==> src/shared/sfm_pkg.sv <==
package sfm_pkg;

  // Control register byte: bit 7 is write enable, the rest are fields.
  localparam logic [7:0] CTRL_RESET       = 8'h00;
  localparam int         CTRL_WR_EN_BIT   = 7;
  localparam int         CTRL_FAULT_BIT   = 6;
  localparam int         CTRL_SLEEP_BIT   = 5;
  localparam int         CTRL_SHDN_SEL_BIT = 4;
  localparam int         CTRL_HV_DIS_BIT  = 3;
  localparam int         CTRL_VOSET_BIT   = 2;
  localparam int         CTRL_PUMP_EN_BIT = 1;
  localparam int         CTRL_OCSET_BIT   = 0;

  // Register map of the plain register port.
  localparam logic [3:0] ADDR_STATE   = 4'h0;
  localparam logic [3:0] ADDR_CTRL    = 4'h1;
  localparam logic [3:0] ADDR_IRQ_ST  = 4'h2;
  localparam logic [3:0] ADDR_IRQ_CLR = 4'h3;
  localparam logic [3:0] ADDR_IRQ_EN  = 4'h4;
  localparam logic [3:0] ADDR_STATUS  = 4'h5;

  localparam logic [7:0] STATE_RESET = 8'h00;
  localparam logic [1:0] IRQ_RESET   = 2'h0;

  // Interrupt status bits.
  localparam int IRQ_FAULT_BIT    = 0;
  localparam int IRQ_SHUTDOWN_BIT = 1;

  typedef enum logic [2:0] {
    SFM_ARMING  = 3'h1,
    SFM_RUN     = 3'h2,
    SFM_TRIPPED = 3'h4
  } sfm_phase_t;

endpackage : sfm_pkg

==> src/sfm_supply_fault_monitor.sv <==
`timescale 1ns/10ps

module sfm_supply_fault_monitor (
  input  wire logic       clk,                 // 10 MHz device clock
  input  wire logic       rst_n,               // Asynchronous reset, active low
  input  wire logic       serial_mode,         // 1 = serial control, 0 = pin control
  input  wire logic       core_ok_raw,         // Core comparator, 1 = above threshold
  input  wire logic       hv_ok_raw,           // High-voltage comparator, 1 = above threshold
  input  wire logic       pump_enable_pin,     // Pump enable pin, pin-control mode
  input  wire logic       shutdown_select_pin, // Shutdown select pin, pin-control mode
  input  wire logic [7:0] gpio_outputs,        // Output pattern for the channels in pin-control mode, forced to 0 while tripped
  input  wire logic [3:0] reg_addr,            // Register address
  input  wire logic [7:0] reg_wdata,           // Register write data
  input  wire logic       reg_wr,              // Write strobe
  input  wire logic       reg_rd,              // Read strobe
  output logic      [7:0] reg_rdata,           // Read data, cycle after strobe
  output logic            fault_out_n_o,       // Fault pin output value, always 0
  output logic            fault_out_n_oe_n,    // Fault pin enable, low while driving
  output logic      [7:0] hv_outputs,          // Eight high-voltage channel controls
  output logic            pump_run,            // Charge pump enable to analog
  output logic            irq                  // Level interrupt
);

  typedef struct packed {
    logic                core_s1;
    logic                core_s2;
    logic                hv_s1;
    logic                hv_s2;
    logic                pin_pump_s1;
    logic                pin_pump_s2;
    logic                pin_shdn_s1;
    logic                pin_shdn_s2;
    sfm_pkg::sfm_phase_t phase;
    logic                core_armed;
    logic                hv_armed;
    logic [7:0]          ctrl;
    logic [7:0]          state;
    logic                tripped_pump_seen_low;
    logic [1:0]          irq_status;
    logic [1:0]          irq_enable;
    logic [7:0]          rdata;
    logic                fault_oe_n;
    logic [7:0]          hv_out;
    logic                pump;
    logic                irq;
  } sfm_state_t;

  sfm_state_t cur;
  sfm_state_t next_cur;

  function automatic logic [7:0] sfm_with_bit(input logic [7:0] v, input int idx, input logic b);
    logic [7:0] r;
    r      = v;
    r[idx] = b;
    return r;
  endfunction : sfm_with_bit

  // One decode for every register write, so all addresses share the same strobe qualification.
  function automatic logic sfm_wr_hit(input logic       wr,
                                      input logic [3:0] addr,
                                      input logic [3:0] target);
    return wr && (addr == target);
  endfunction : sfm_wr_hit

  logic pump_en_eff;
  logic shdn_sel_eff;
  logic hv_ignored;
  logic core_fault;
  logic hv_fault;
  logic fault_now;
  logic ctrl_write;
  logic shutdown_event;

  always_comb begin
    next_cur = cur;

    next_cur.core_s1     = core_ok_raw;
    next_cur.core_s2     = cur.core_s1;
    next_cur.hv_s1       = hv_ok_raw;
    next_cur.hv_s2       = cur.hv_s1;
    next_cur.pin_pump_s1 = pump_enable_pin;
    next_cur.pin_pump_s2 = cur.pin_pump_s1;
    next_cur.pin_shdn_s1 = shutdown_select_pin;
    next_cur.pin_shdn_s2 = cur.pin_shdn_s1;

    // Serial mode takes its controls from the register, not from the pins.
    pump_en_eff  = serial_mode ? cur.ctrl[sfm_pkg::CTRL_PUMP_EN_BIT]
                               : cur.pin_pump_s2;
    shdn_sel_eff = serial_mode ? cur.ctrl[sfm_pkg::CTRL_SHDN_SEL_BIT]
                               : cur.pin_shdn_s2;
    hv_ignored   = serial_mode ? cur.ctrl[sfm_pkg::CTRL_HV_DIS_BIT]
                               : !cur.pin_pump_s2;

    // Each supply arms on its own; faults count only once both have armed, then a core fault always, an hv fault only while hv_ignored is clear.
    if (cur.core_s2) begin
      next_cur.core_armed = 1'b1;
    end
    if (cur.hv_s2) begin
      next_cur.hv_armed = 1'b1;
    end
    core_fault = cur.core_armed && !cur.core_s2;
    hv_fault   = cur.hv_armed && !cur.hv_s2 && !hv_ignored;
    fault_now  = (cur.phase != sfm_pkg::SFM_ARMING) && (core_fault || hv_fault);

    ctrl_write     = sfm_wr_hit(reg_wr, reg_addr, sfm_pkg::ADDR_CTRL);
    shutdown_event = 1'b0;

    // Host writes: the status bit can only be written to 0, never set by software.
    if (sfm_wr_hit(reg_wr, reg_addr, sfm_pkg::ADDR_STATE)) begin
      next_cur.state = reg_wdata;
    end
    if (ctrl_write && reg_wdata[sfm_pkg::CTRL_WR_EN_BIT]) begin
      next_cur.ctrl = sfm_with_bit(reg_wdata, sfm_pkg::CTRL_FAULT_BIT,
                                   cur.ctrl[sfm_pkg::CTRL_FAULT_BIT] &&
                                   reg_wdata[sfm_pkg::CTRL_FAULT_BIT]);
      next_cur.ctrl[sfm_pkg::CTRL_WR_EN_BIT] = 1'b0;
    end
    if (!serial_mode) begin
      next_cur.ctrl[sfm_pkg::CTRL_SLEEP_BIT] = 1'b0;
    end

    case (cur.phase)
      sfm_pkg::SFM_ARMING: begin
        if (cur.core_armed && cur.hv_armed) begin
          next_cur.phase = sfm_pkg::SFM_RUN;
        end
      end
      sfm_pkg::SFM_RUN: begin
        if (fault_now && !shdn_sel_eff) begin
          next_cur.phase                 = sfm_pkg::SFM_TRIPPED;
          next_cur.tripped_pump_seen_low = 1'b0;
          shutdown_event                 = 1'b1;
        end
      end
      sfm_pkg::SFM_TRIPPED: begin
        // Restart needs a full low then high on the pump enable.
        if (!pump_en_eff) begin
          next_cur.tripped_pump_seen_low = 1'b1;
        end else if (cur.tripped_pump_seen_low && !fault_now) begin
          next_cur.phase = sfm_pkg::SFM_RUN;
        end
      end
      default: begin
        next_cur.phase = sfm_pkg::SFM_ARMING;
      end
    endcase

    // A fault set in the same cycle as a clearing write wins.
    if (fault_now) begin
      next_cur.ctrl[sfm_pkg::CTRL_FAULT_BIT] = 1'b1;
    end

    next_cur.fault_oe_n = !fault_now;

    if (next_cur.phase == sfm_pkg::SFM_TRIPPED) begin
      next_cur.hv_out = 8'h00;
      next_cur.pump   = 1'b0;
    end else begin
      next_cur.hv_out = serial_mode ? next_cur.state : gpio_outputs;
      next_cur.pump   = pump_en_eff;
    end

    // The clear is applied first so that an event in the same cycle wins over it.
    if (sfm_wr_hit(reg_wr, reg_addr, sfm_pkg::ADDR_IRQ_CLR)) begin
      next_cur.irq_status = cur.irq_status & ~reg_wdata[1:0];
    end
    if (fault_now && !cur.ctrl[sfm_pkg::CTRL_FAULT_BIT]) begin
      next_cur.irq_status[sfm_pkg::IRQ_FAULT_BIT] = 1'b1;
    end
    if (shutdown_event) begin
      next_cur.irq_status[sfm_pkg::IRQ_SHUTDOWN_BIT] = 1'b1;
    end
    if (sfm_wr_hit(reg_wr, reg_addr, sfm_pkg::ADDR_IRQ_EN)) begin
      next_cur.irq_enable = reg_wdata[1:0];
    end
    next_cur.irq = |(next_cur.irq_status & next_cur.irq_enable);

    next_cur.rdata = 8'h00;
    if (reg_rd) begin
      case (reg_addr)
        sfm_pkg::ADDR_STATE:  next_cur.rdata = cur.state;
        sfm_pkg::ADDR_CTRL:   next_cur.rdata = cur.ctrl;
        sfm_pkg::ADDR_IRQ_ST: next_cur.rdata = {6'h00, cur.irq_status};
        sfm_pkg::ADDR_IRQ_EN: next_cur.rdata = {6'h00, cur.irq_enable};
        sfm_pkg::ADDR_STATUS: next_cur.rdata = {3'h0, cur.phase, core_fault, hv_fault};
        default:              next_cur.rdata = 8'h00;
      endcase
    end
  end

  always_ff @(posedge clk or negedge rst_n) begin
    if (!rst_n) begin
      cur                       <= '0;
      cur.phase                 <= sfm_pkg::SFM_ARMING;
      cur.ctrl                  <= sfm_pkg::CTRL_RESET;
      cur.state                 <= sfm_pkg::STATE_RESET;
      cur.irq_status            <= sfm_pkg::IRQ_RESET;
      cur.irq_enable            <= sfm_pkg::IRQ_RESET;
      cur.fault_oe_n            <= 1'b1;
    end else begin
      cur <= next_cur;
    end
  end

  assign reg_rdata        = cur.rdata;
  assign fault_out_n_o    = 1'b0;
  assign fault_out_n_oe_n = cur.fault_oe_n;
  assign hv_outputs       = cur.hv_out;
  assign pump_run         = cur.pump;
  assign irq              = cur.irq;

endmodule : sfm_supply_fault_monitor

==> config.mk <==
export PLATFORM = sky130hd
export DESIGN_NAME = sfm_supply_fault_monitor
export DESIGN_NICKNAME = d
export VERILOG_FILES = /design/src/shared/sfm_pkg.sv /design/src/sfm_supply_fault_monitor.sv
export SDC_FILE = /design/constraint.sdc
export NUM_CORES = 1
export LEC_CHECK = 0
export BUFFER_PORTS_ARGS = -buffer_cell sky130_fd_sc_hd__buf_2
export CORE_MARGIN = 1.5
export CORE_UTILIZATION = 40
export CTS_BUF_LIST = sky130_fd_sc_hd__clkbuf_16
export CTS_CLUSTER_SIZE = 24
export DETAILED_ROUTE_END_ITERATION = 8
export GPL_TIMING_DRIVEN = 0
export PLACE_DENSITY = 0.64
export SETUP_SLACK_MARGIN = 0.15
export SLEW_MARGIN = 20
export SYNTH_ARGS = -nofsm -noshare
export SYNTH_HDL_FRONTEND = slang
export SYNTH_SLANG_ARGS = --single-unit
==> constraint.sdc <==
create_clock -name clk -period 1.5 [get_ports clk]
set_clock_uncertainty 0.2 [all_clocks]
set_input_delay 0.3 -clock clk [delete_from_list [all_inputs] [get_ports clk]]
set_output_delay 0.3 -clock clk [all_outputs]
set_load 0.02 [all_outputs]
==> flow_summary.yaml, run 1 <==
outcome:
  status: "finished with violations"
  violations: "setup timing"
hold_path:
  hold_class: "in2reg"
global_route:
  grtUsageTotal: 0.181
  grt_max_degree: 53
  grt-ovfl-total: 0
  grt_pass1_wl_um: 8680
  antenna_found_initial: 0
  grt_pass1_vias: 1801
synthesis:
  synth_fp_nets: 227
  yosys_warnings: 0
  netlist_area_um2: 2360
  async_reset_ff_frac: 1.00
  synth-edff-count: 0
  synth_seq_area_share: 0.553
  yosys_most_used_dff: "dfrtp_1"
  yosysMostFrequentCell: "dfrtp_1"
  synth_top_area_frac: 0.531
  ys_ff_latch: 52
  netlist_top_cells_count: "50 x dfrtp_1, 17 x buf_4, 17 x mux2i_1"
  synth.distinct_cells: 44
  synthTopCellsByArea: "dfrtp_1 53%, mux2i_1 7.2%, buf_4 5.4%"
  synth_cells: 198
  synth_area_leader_cell: "dfrtp_1"
  synth.avg_cell_area_um2: 11.9
setup_path:
  arrival_ps: 1770
  r2r_start: "cur[42]$_DFF_PN1_"
  crit_cells: 5
  critical_path_class: "reg2reg"
  path_delay_family: "flip-flops"
  endpoint: "hv_outputs[3]$_DFF_PN0_"
  critPathMaxFanout: 5
  path_buf_inv: 1
  cp-startpoint: "cur[42]$_DFF_PN1_"
  crit_chain: "nor2b_4, a2bb2oi_4, a32o_2, buf_6, a211oi_2"
  critPathRequiredTime_ps: 1500
  cp-start-kind: "flop"
  reg2reg_slack_ps: -270
  r2r-end: "hv_outputs[3]$_DFF_PN0_"
  worstSetupEndpointType: "flop"
  slowest_stage: "dfstp_2"
  rr_worst_depth: 5
  cpPeakStageDelay_ps: 580
routing:
  ant_nets: 0
  vias: 1722
  drt-pass1-iter-count: 4
  vias_per_cell: 4.95
  wl_per_cell_um: 15.8
  drt_iter0_markers: 117
  totalWireLength_um: 5510
  drc_errors: 0
timing:
  final_hold_viol_count: 0
  fin_crit_sh: 1.18
  max_freq_mhz: 566
  setup_tns_ps: -2730
  period_needed_ps: 1770
  rsz0062_at_grt: "yes"
  worst_slack_ps: -268
  whs_ps: 64.6
  slew_violations: 0
  max_slew.worst_pin.slew_ps: 604
  setup_viol: 16
  max_slew_margin: 0.598
cts:
  clkTransAtPathRegs_ps: 70
  tritoncts: "done"
  cts_max_path_buffers: 2
  htree_levels: 2
  root_buffer: "clkbuf_16"
  numClockSinks: 52
  clock_latency_ps: 290
  cts_made_buffers: 5
floorplanning:
  num_rows: 27
  fp.dieH_um: 79.8
  num_io_pins: 49
  die_w_um: 79.8
  start_util: 0.421
  design.core.area_um2: 5610
  die_area_um2: 6370
power:
  vdd_drop_max_uv: 883
  p_leak_nw: 1.66
  pwr_density_cell_nw_per_um2: 1470
final_layout:
  diodes: 0
  drive_gt1_frac: 0.533
  fin_nets: 304
  areaGrowthSynthToFinish_pct: 46.9
  fill_cells: 454
placed_design:
  io_buffers: 45
  hpwl_um: 3350
  place.gp.congestion: 0.784
flow_run:
  max_cap_viol_count: 0
## state kept, by name, indices dropped and copies added (netlist names)
register and count:
fault_out_n_oe_n 1, pump_run 1, hv_outputs 8, cur 33
irq 1, reg_rdata 8
## per-layer routing
layer | up-vias | global-route usage | routed length, µm
met2 | 39 | 0.285 | 2640
met5 | - | 0 | 0
li1 | 825 | - | -
met3 | 8 | 0.0423 | 211
met4 | 0 | 0.0672 | 76
met1 | 850 | 0.244 | 2580
## timing repair
| action | in CTS | in global routing |
|---|---|---|
| resized for setup | 71 | 28 |
| hold endpoints to repair | 54 | 0 |
| cloned | 1 | 0 |
| setup endpoints to repair | 44 | 95 |
| hold buffers | 5 | 0 |
| pin swaps | 8 | 14 |
| buffers inserted | 10 | 9 |
## how the worst min path moves through the flow
| stage | cells past startpoint | to | slack (ps) | start |
|---|---|---|---|---|
| 5_1_grt | 2 | cur[36]$_DFFE_PN0P_ | 70 | reg_wdata[4] |
| 3_5_place_dp | 0 | cur[49]$_DFF_PN0_ | 140 | cur[50]$_DFF_PN0_ |
| 2_1_floorplan | 0 | cur[19]$_DFF_PN0_ | -200 | rst_n |
| 6_report | 2 | cur[34]$_DFFE_PN0P_ | 60 | reg_wdata[2] |
| 4_1_cts | 3 | cur[38]$_DFFE_PN0P_ | 60 | reg_wdata[6] |
| 3_3_place_gp | 0 | cur[49]$_DFF_PN0_ | 130 | cur[50]$_DFF_PN0_ |
## report_power, final
part	switching (mW)	total [mW]	leakage, nW	internal (mW)
combinational	0.905	2.06	0.961	1.15
clock	0.493	1.10	0.0687	0.607
sequential	0.211	1.92	0.634	1.71
total	1.61	5.08	1.66	3.47
## cell type report
class	instances	area [µm²]	share of cell area
Sequential cell	52	1300	0.376
Multi-Input combinational cell	108	1050	0.304
Buffer	24	250	0.0722
Timing Repair Buffer	70	573	0.165
Inverter	14	52.6	0.0152
Clock buffer	5	125	0.0361
Clock inverter	3	15.0	0.00433
Tap cell	72	90.1	0.0260
## cells in the final DEF, fill, tap and decap left out, drive strengths merged, types with 2 or more instances in the layout
master / synthesis / final
nand3b: 3 / 3
nand3: 6 / 6
a211oi: 8 / 8
mux2: 9 / 9
o21ai: 4 / 4
dfstp: 2 / 2
a21oi: 2 / 2
nor2: 15 / 15
nand2: 4 / 4
nor3: 2 / 2
a22oi: 3 / 3
nor2b: 7 / 7
mux2i: 17 / 17
a32oi: 2 / 2
o21a: 2 / 2
dlygate4sd3: 0 / 5
or2: 3 / 3
dfrtp: 50 / 50
nand2b: 3 / 3
clkbuf: 2 / 7
buf: 22 / 87
o22ai: 3 / 3
inv: 14 / 15
## metrics by stage
stage	cell area, µm²	utilization	worst slack (ps)	instances	power (mW)
after CTS	3250	0.580	-203	339	4.73
after detailed placement	2720	0.484	-431	315	3.12
after global placement	2710	0.484	-448	315	3.08
final	3460	0.618	-268	348	5.08
after floorplan	2400	-	-99.2	198	2.75
after global routing	3460	0.618	-290	348	5.32
## cells by family (layout without fill, tap and decap cells)
family,after synthesis,count (layout),share of synthesized area
flops,52,52,0.553
simple gates,49,49,0.119
compound gates,32,32,0.116
mux,26,26,0.115
buf+inv,38,116,0.0955
other cells,1,1,0.00159
Power figures use the tool's default switching activity.
==> run 2, diff against run 1 <==
--- a/config.mk
+++ b/config.mk
@@ -13,7 +13,7 @@
 export DETAILED_ROUTE_END_ITERATION = 8
 export GPL_TIMING_DRIVEN = 0
 export PLACE_DENSITY = 0.64
-export SETUP_SLACK_MARGIN = 0.15
+export SETUP_SLACK_MARGIN = 0.2
 export SLEW_MARGIN = 20
 export SYNTH_ARGS = -nofsm -noshare
 export SYNTH_HDL_FRONTEND = slang
==> flow_summary.yaml, run 2 (synthesized netlist as in run 1, its figures left out) <==
timing:
  fin_crit_sh: 1.13
  worst_slack_ps: -201
  max_freq_mhz: 588
  rsz0062_at_grt: "yes"
  setup_tns_ps: -2250
  max_slew_margin: 0.560
  setup_viol: 15
  slew_violations: 0
  whs_ps: -161
  final_hold_viol_count: 50
  max_slew.worst_pin.slew_ps: 660
  period_needed_ps: 1700
placed_design:
  io_buffers: 45
  place.gp.congestion: 0.811
  dp_cells: 315
  hpwl_um: 3350
final_layout:
  register_area_um2: 1310
  areaGrowthSynthToFinish_pct: 46.4
  fin_cells: 341
  final_cell_mix: "49 x dfrtp_1, 45 x buf_6, 23 x buf_2"
  regMostFlops: "cur"
  fill_cells: 453
  multi_input_area_um2: 1080
  fin_nets: 297
  largest_reg_flops: 33
  final_common_cell: "dfrtp_1"
  drive_gt1_frac: 0.535
  diodes: 0
cts:
  root_buffer: "clkbuf_16"
  clock_latency_ps: 290
  cts_made_buffers: 5
  numClockSinks: 52
  clkTransAtPathRegs_ps: 70
  postCtsHoldBufs: 4
  htree_levels: 2
  cts_max_path_buffers: 2
  tritoncts: "done"
routing:
  drt_iter0_markers: 109
  wl_per_cell_um: 16.5
  vias: 1750
  drt-pass1-iter-count: 4
  totalWireLength_um: 5610
  ant_nets: 0
  vias_per_cell: 5.13
  drc_errors: 0
setup_path:
  worstSetupEndpointType: "flop"
  cp-start-kind: "flop"
  critPathMaxFanout: 5
  slowest_stage: "dfstp_2"
  crit_chain: "nor2b_4, a2bb2oi_4, a32o_2, buf_6, a211oi_2"
  rr_worst_depth: 5
  r2r-end: "hv_outputs[0]$_DFF_PN0_"
  critical_path_class: "reg2reg"
  arrival_ps: 1710
  r2r_start: "cur[42]$_DFF_PN1_"
  reg2reg_slack_ps: -200
  critPathRequiredTime_ps: 1510
  cpPeakStageDelay_ps: 580
hold_path:
  hold_class: "in2async"
outcome:
  status: "finished with violations"
  violations: "hold timing, setup timing"
power:
  p_leak_nw: 1.65
  pwr_density_cell_nw_per_um2: 1440
  vdd_drop_max_uv: 845
  total_power_mw: 4.97
global_route:
  grtUsageTotal: 0.187
  antenna_found_initial: 0
  grt_max_degree: 53
  grt_pass1_vias: 1796
  grt-ovfl-total: 0
  grt_pass1_wl_um: 8740
flow_run:
  max_cap_viol_count: 0
floorplanning:
  die_w_um: 79.8
  num_rows: 27
  design.core.area_um2: 5610
  num_io_pins: 49
  start_util: 0.421
  die_area_um2: 6370
  fp.dieH_um: 79.8
[run 2: how the worst max path moves through the flow]
| stage | cells past startpoint | end | startpoint | slack [ps] |
|---|---|---|---|---|
| 2_1_floorplan | 5 | hv_outputs[0]$_DFF_PN0_ | cur[42]$_DFF_PN1_ | -100 |
| 3_3_place_gp | 5 | hv_outputs[1]$_DFF_PN0_ | reg_addr[0] | -450 |
| 3_5_place_dp | 5 | hv_outputs[1]$_DFF_PN0_ | reg_addr[0] | -440 |
| 4_1_cts | 5 | hv_outputs[0]$_DFF_PN0_ | cur[47]$_DFF_PN0_ | -190 |
| 5_1_grt | 5 | hv_outputs[3]$_DFF_PN0_ | cur[42]$_DFF_PN1_ | -270 |
| 6_report | 5 | hv_outputs[0]$_DFF_PN0_ | cur[42]$_DFF_PN1_ | -200 |
[run 2: what timing repair did]
| action | in CTS | in global routing |
|---|---|---|
| setup endpoints to repair | 50 | 53 |
| gates resized for setup | 79 | 33 |
| buffers inserted | 8 | 5 |
| hold endpoints to repair | 54 | 50 |
| gates cloned | 1 | 0 |
| pin swaps | 11 | 15 |
[run 2: critical path, delay by kind of cell, from the launching register on]
kind	cells	cell delay [ps]
compound gates	3	500
simple gates	1	190
buf+inv	1	140
flops	1	580
[run 2: layout make-up]
class                           count  area share
Sequential cell                    52       0.378
Multi-Input combinational cell    108       0.313
Timing Repair Buffer               63       0.153
Buffer                             24      0.0757
Clock buffer                        5      0.0362
Tap cell                           72      0.0261
Inverter                           14      0.0152
Clock inverter                      3     0.00326
[run 2: power by group]
group          switching, mW  internal, mW  leakage, nW
Clock                  0.495         0.602       0.0738
Combinational          0.867          1.08        0.947
Sequential             0.213          1.72        0.633
[run 2: per-layer routing]
metal | track usage | vias to the layer above | share of wire
met3 | 0.0594 | 7 | 0.050
met4 | 0.0655 | 0 | 0.012
met2 | 0.321 | 51 | 0.54
met5 | 0 | - | 0
li1 | - | 807 | -
met1 | 0.219 | 885 | 0.40
[run 2: through the flow]
stage | area, µm² | setup slack [ps] | util
after floorplan | 2410 | -99.2 | -
after global placement | 2720 | -450 | 0.485
after detailed placement | 2720 | -442 | 0.486
after CTS | 3250 | -187 | 0.579
after global routing | 3450 | -268 | 0.616
final | 3450 | -201 | 0.616
==> run 3, diff against run 2 <==
--- a/config.mk
+++ b/config.mk
@@ -6,6 +6,7 @@
 export NUM_CORES = 1
 export LEC_CHECK = 0
 export BUFFER_PORTS_ARGS = -buffer_cell sky130_fd_sc_hd__buf_2
+export CORE_ASPECT_RATIO = 1.1
 export CORE_MARGIN = 1.5
 export CORE_UTILIZATION = 40
 export CTS_BUF_LIST = sky130_fd_sc_hd__clkbuf_16
@@ -18,3 +19,4 @@
 export SYNTH_ARGS = -nofsm -noshare
 export SYNTH_HDL_FRONTEND = slang
 export SYNTH_SLANG_ARGS = --single-unit
+export TNS_END_PERCENT = 5
==> flow_summary.yaml, run 3 (synthesized netlist as in run 1, its figures left out) <==
setup_path:
  cp-start-kind: "flop"
  critPathRequiredTime_ps: 1500
  critical_path_class: "reg2reg"
  reg2reg_slack_ps: -200
  critPathMaxFanout: 5
  worstSetupEndpointType: "flop"
  arrival_ps: 1710
global_route:
  grt_pass1_wl_um: 8540
  grt_busiest_layer: "met2"
  grt-ovfl-total: 0
  gr-usage-met1: 0.217
  grtUsageTotal: 0.171
  grt_max_degree: 53
  grt_pass1_vias: 1748
  gr-usage-met2: 0.297
  grt_use_met3: 0.0328
  antenna_found_initial: 0
hold_path:
  hold_class: "in2reg"
final_layout:
  diodes: 0
  fin_area_um2: 3420
  fin_nets: 293
  largest_reg_flops: 33
  drive_gt1_frac: 0.517
  areaGrowthSynthToFinish_pct: 44.9
  final_cell_mix: "49 x dfrtp_1, 40 x buf_6, 25 x buf_2"
  regMostFlops: "cur"
  final_common_cell: "dfrtp_1"
timing:
  max_freq_mhz: 587
  setup_viol: 14
  slew_violations: 0
  whs_ps: 82.0
  fin_crit_sh: 1.14
  worst_slack_ps: -204
  rsz0062_at_grt: "yes"
  period_needed_ps: 1700
  final_hold_viol_count: 0
cts:
  root_buffer: "clkbuf_16"
  htree_levels: 2
  tritoncts: "done"
  cts_made_buffers: 5
  clkTransAtPathRegs_ps: 70
  numClockSinks: 52
  clock_latency_ps: 280
  cts_max_path_buffers: 2
power:
  p_leak_nw: 1.63
  vdd_drop_max_uv: 806
  pwr_density_cell_nw_per_um2: 1460
outcome:
  violations: "setup timing"
  status: "finished with violations"
floorplanning:
  fp.dieH_um: 83.5
  num_io_pins: 49
  num_rows: 29
  design.core.area_um2: 5730
  die_w_um: 76.2
  die_area_um2: 6370
  start_util: 0.411
placed_design:
  io_buffers: 45
  hpwl_um: 3330
  postPlaceCellArea_um2: 2690
  place.gp.congestion: 0.797
routing:
  wl_per_cell_um: 15.4
  drt-pass1-iter-count: 4
  drt_iter0_markers: 109
  totalWireLength_um: 5250
  vias: 1677
  ant_nets: 0
  vias_per_cell: 4.90
  drc_errors: 0
flow_run:
  max_cap_viol_count: 0
run 3: metal layers:
layer / vias to the layer above / share of wire / wire, µm
li1: 801 / - / -
met5: - / 0 / 0
met1: 828 / 0.44 / 2310
met2: 42 / 0.52 / 2720
met4: 0 / 0.013 / 68
met3: 6 / 0.029 / 152
run 3: final timing paths:
check | start | cells after the start | to
min reg2reg | cur[52]$_DFF_PN0_ | 0 | cur[51]$_DFF_PN0_
max | cur[42]$_DFF_PN1_ | 5 | hv_outputs[1]$_DFF_PN0_
min | reg_wdata[2] | 3 | cur[26]$_DFF_PN0_
max reg2reg | cur[42]$_DFF_PN1_ | 5 | hv_outputs[1]$_DFF_PN0_
max in group asynchronous | rst_n | 2 | cur[43]$_DFF_PN0_
min in group asynchronous | rst_n | 2 | hv_outputs[1]$_DFF_PN0_
run 3: critical path, cell delays in order (launching register included):
cell,delay [ps]
dfstp_2,580
nor2b_4,190
a2bb2oi_4,70
a32o_2,280
buf_4,160
a211oi_2,140
run 3: where the power goes:
part           switching [mW]  total (mW)  internal, mW
clock network           0.486        1.27         0.784
logic                   0.796        1.79         0.996
registers               0.225        1.94          1.72
total                    1.51        5.00          3.50
run 3: repair_timing:
action                                 CTS  global route
setup endpoints to repair               56           108
pin swaps                               12            12
buffers inserted                         8             0
hold buffers                             5             0
gates cloned                             1             0
endpoints found under the hold margin   54             0
resized for setup                       91            24
run 3: area by class of cell:
class                           count  area, µm²
Timing Repair Buffer               59        480
Buffer                             24        250
Multi-Input combinational cell    108       1060
Fill cell                         487       2320
Inverter                           14       52.6
Sequential cell                    52       1310
Clock inverter                      3       42.5
Clock buffer                        5        125
Tap cell                           77       96.3
run 3: through the flow:
stage / power, mW / utilization / setup TNS, ps / worst slack, ps / cells
floorplan: 2.74 / - / -1070 / -99.2 / 198
detailed placement: 3.10 / 0.469 / -8290 / -470 / 320
global route: 5.24 / 0.596 / -3000 / -270 / 342
global placement: 3.07 / 0.469 / -9220 / -434 / 320
finish: 5.00 / 0.596 / -2150 / -204 / 342
CTS: 4.95 / 0.581 / -2180 / -197 / 342
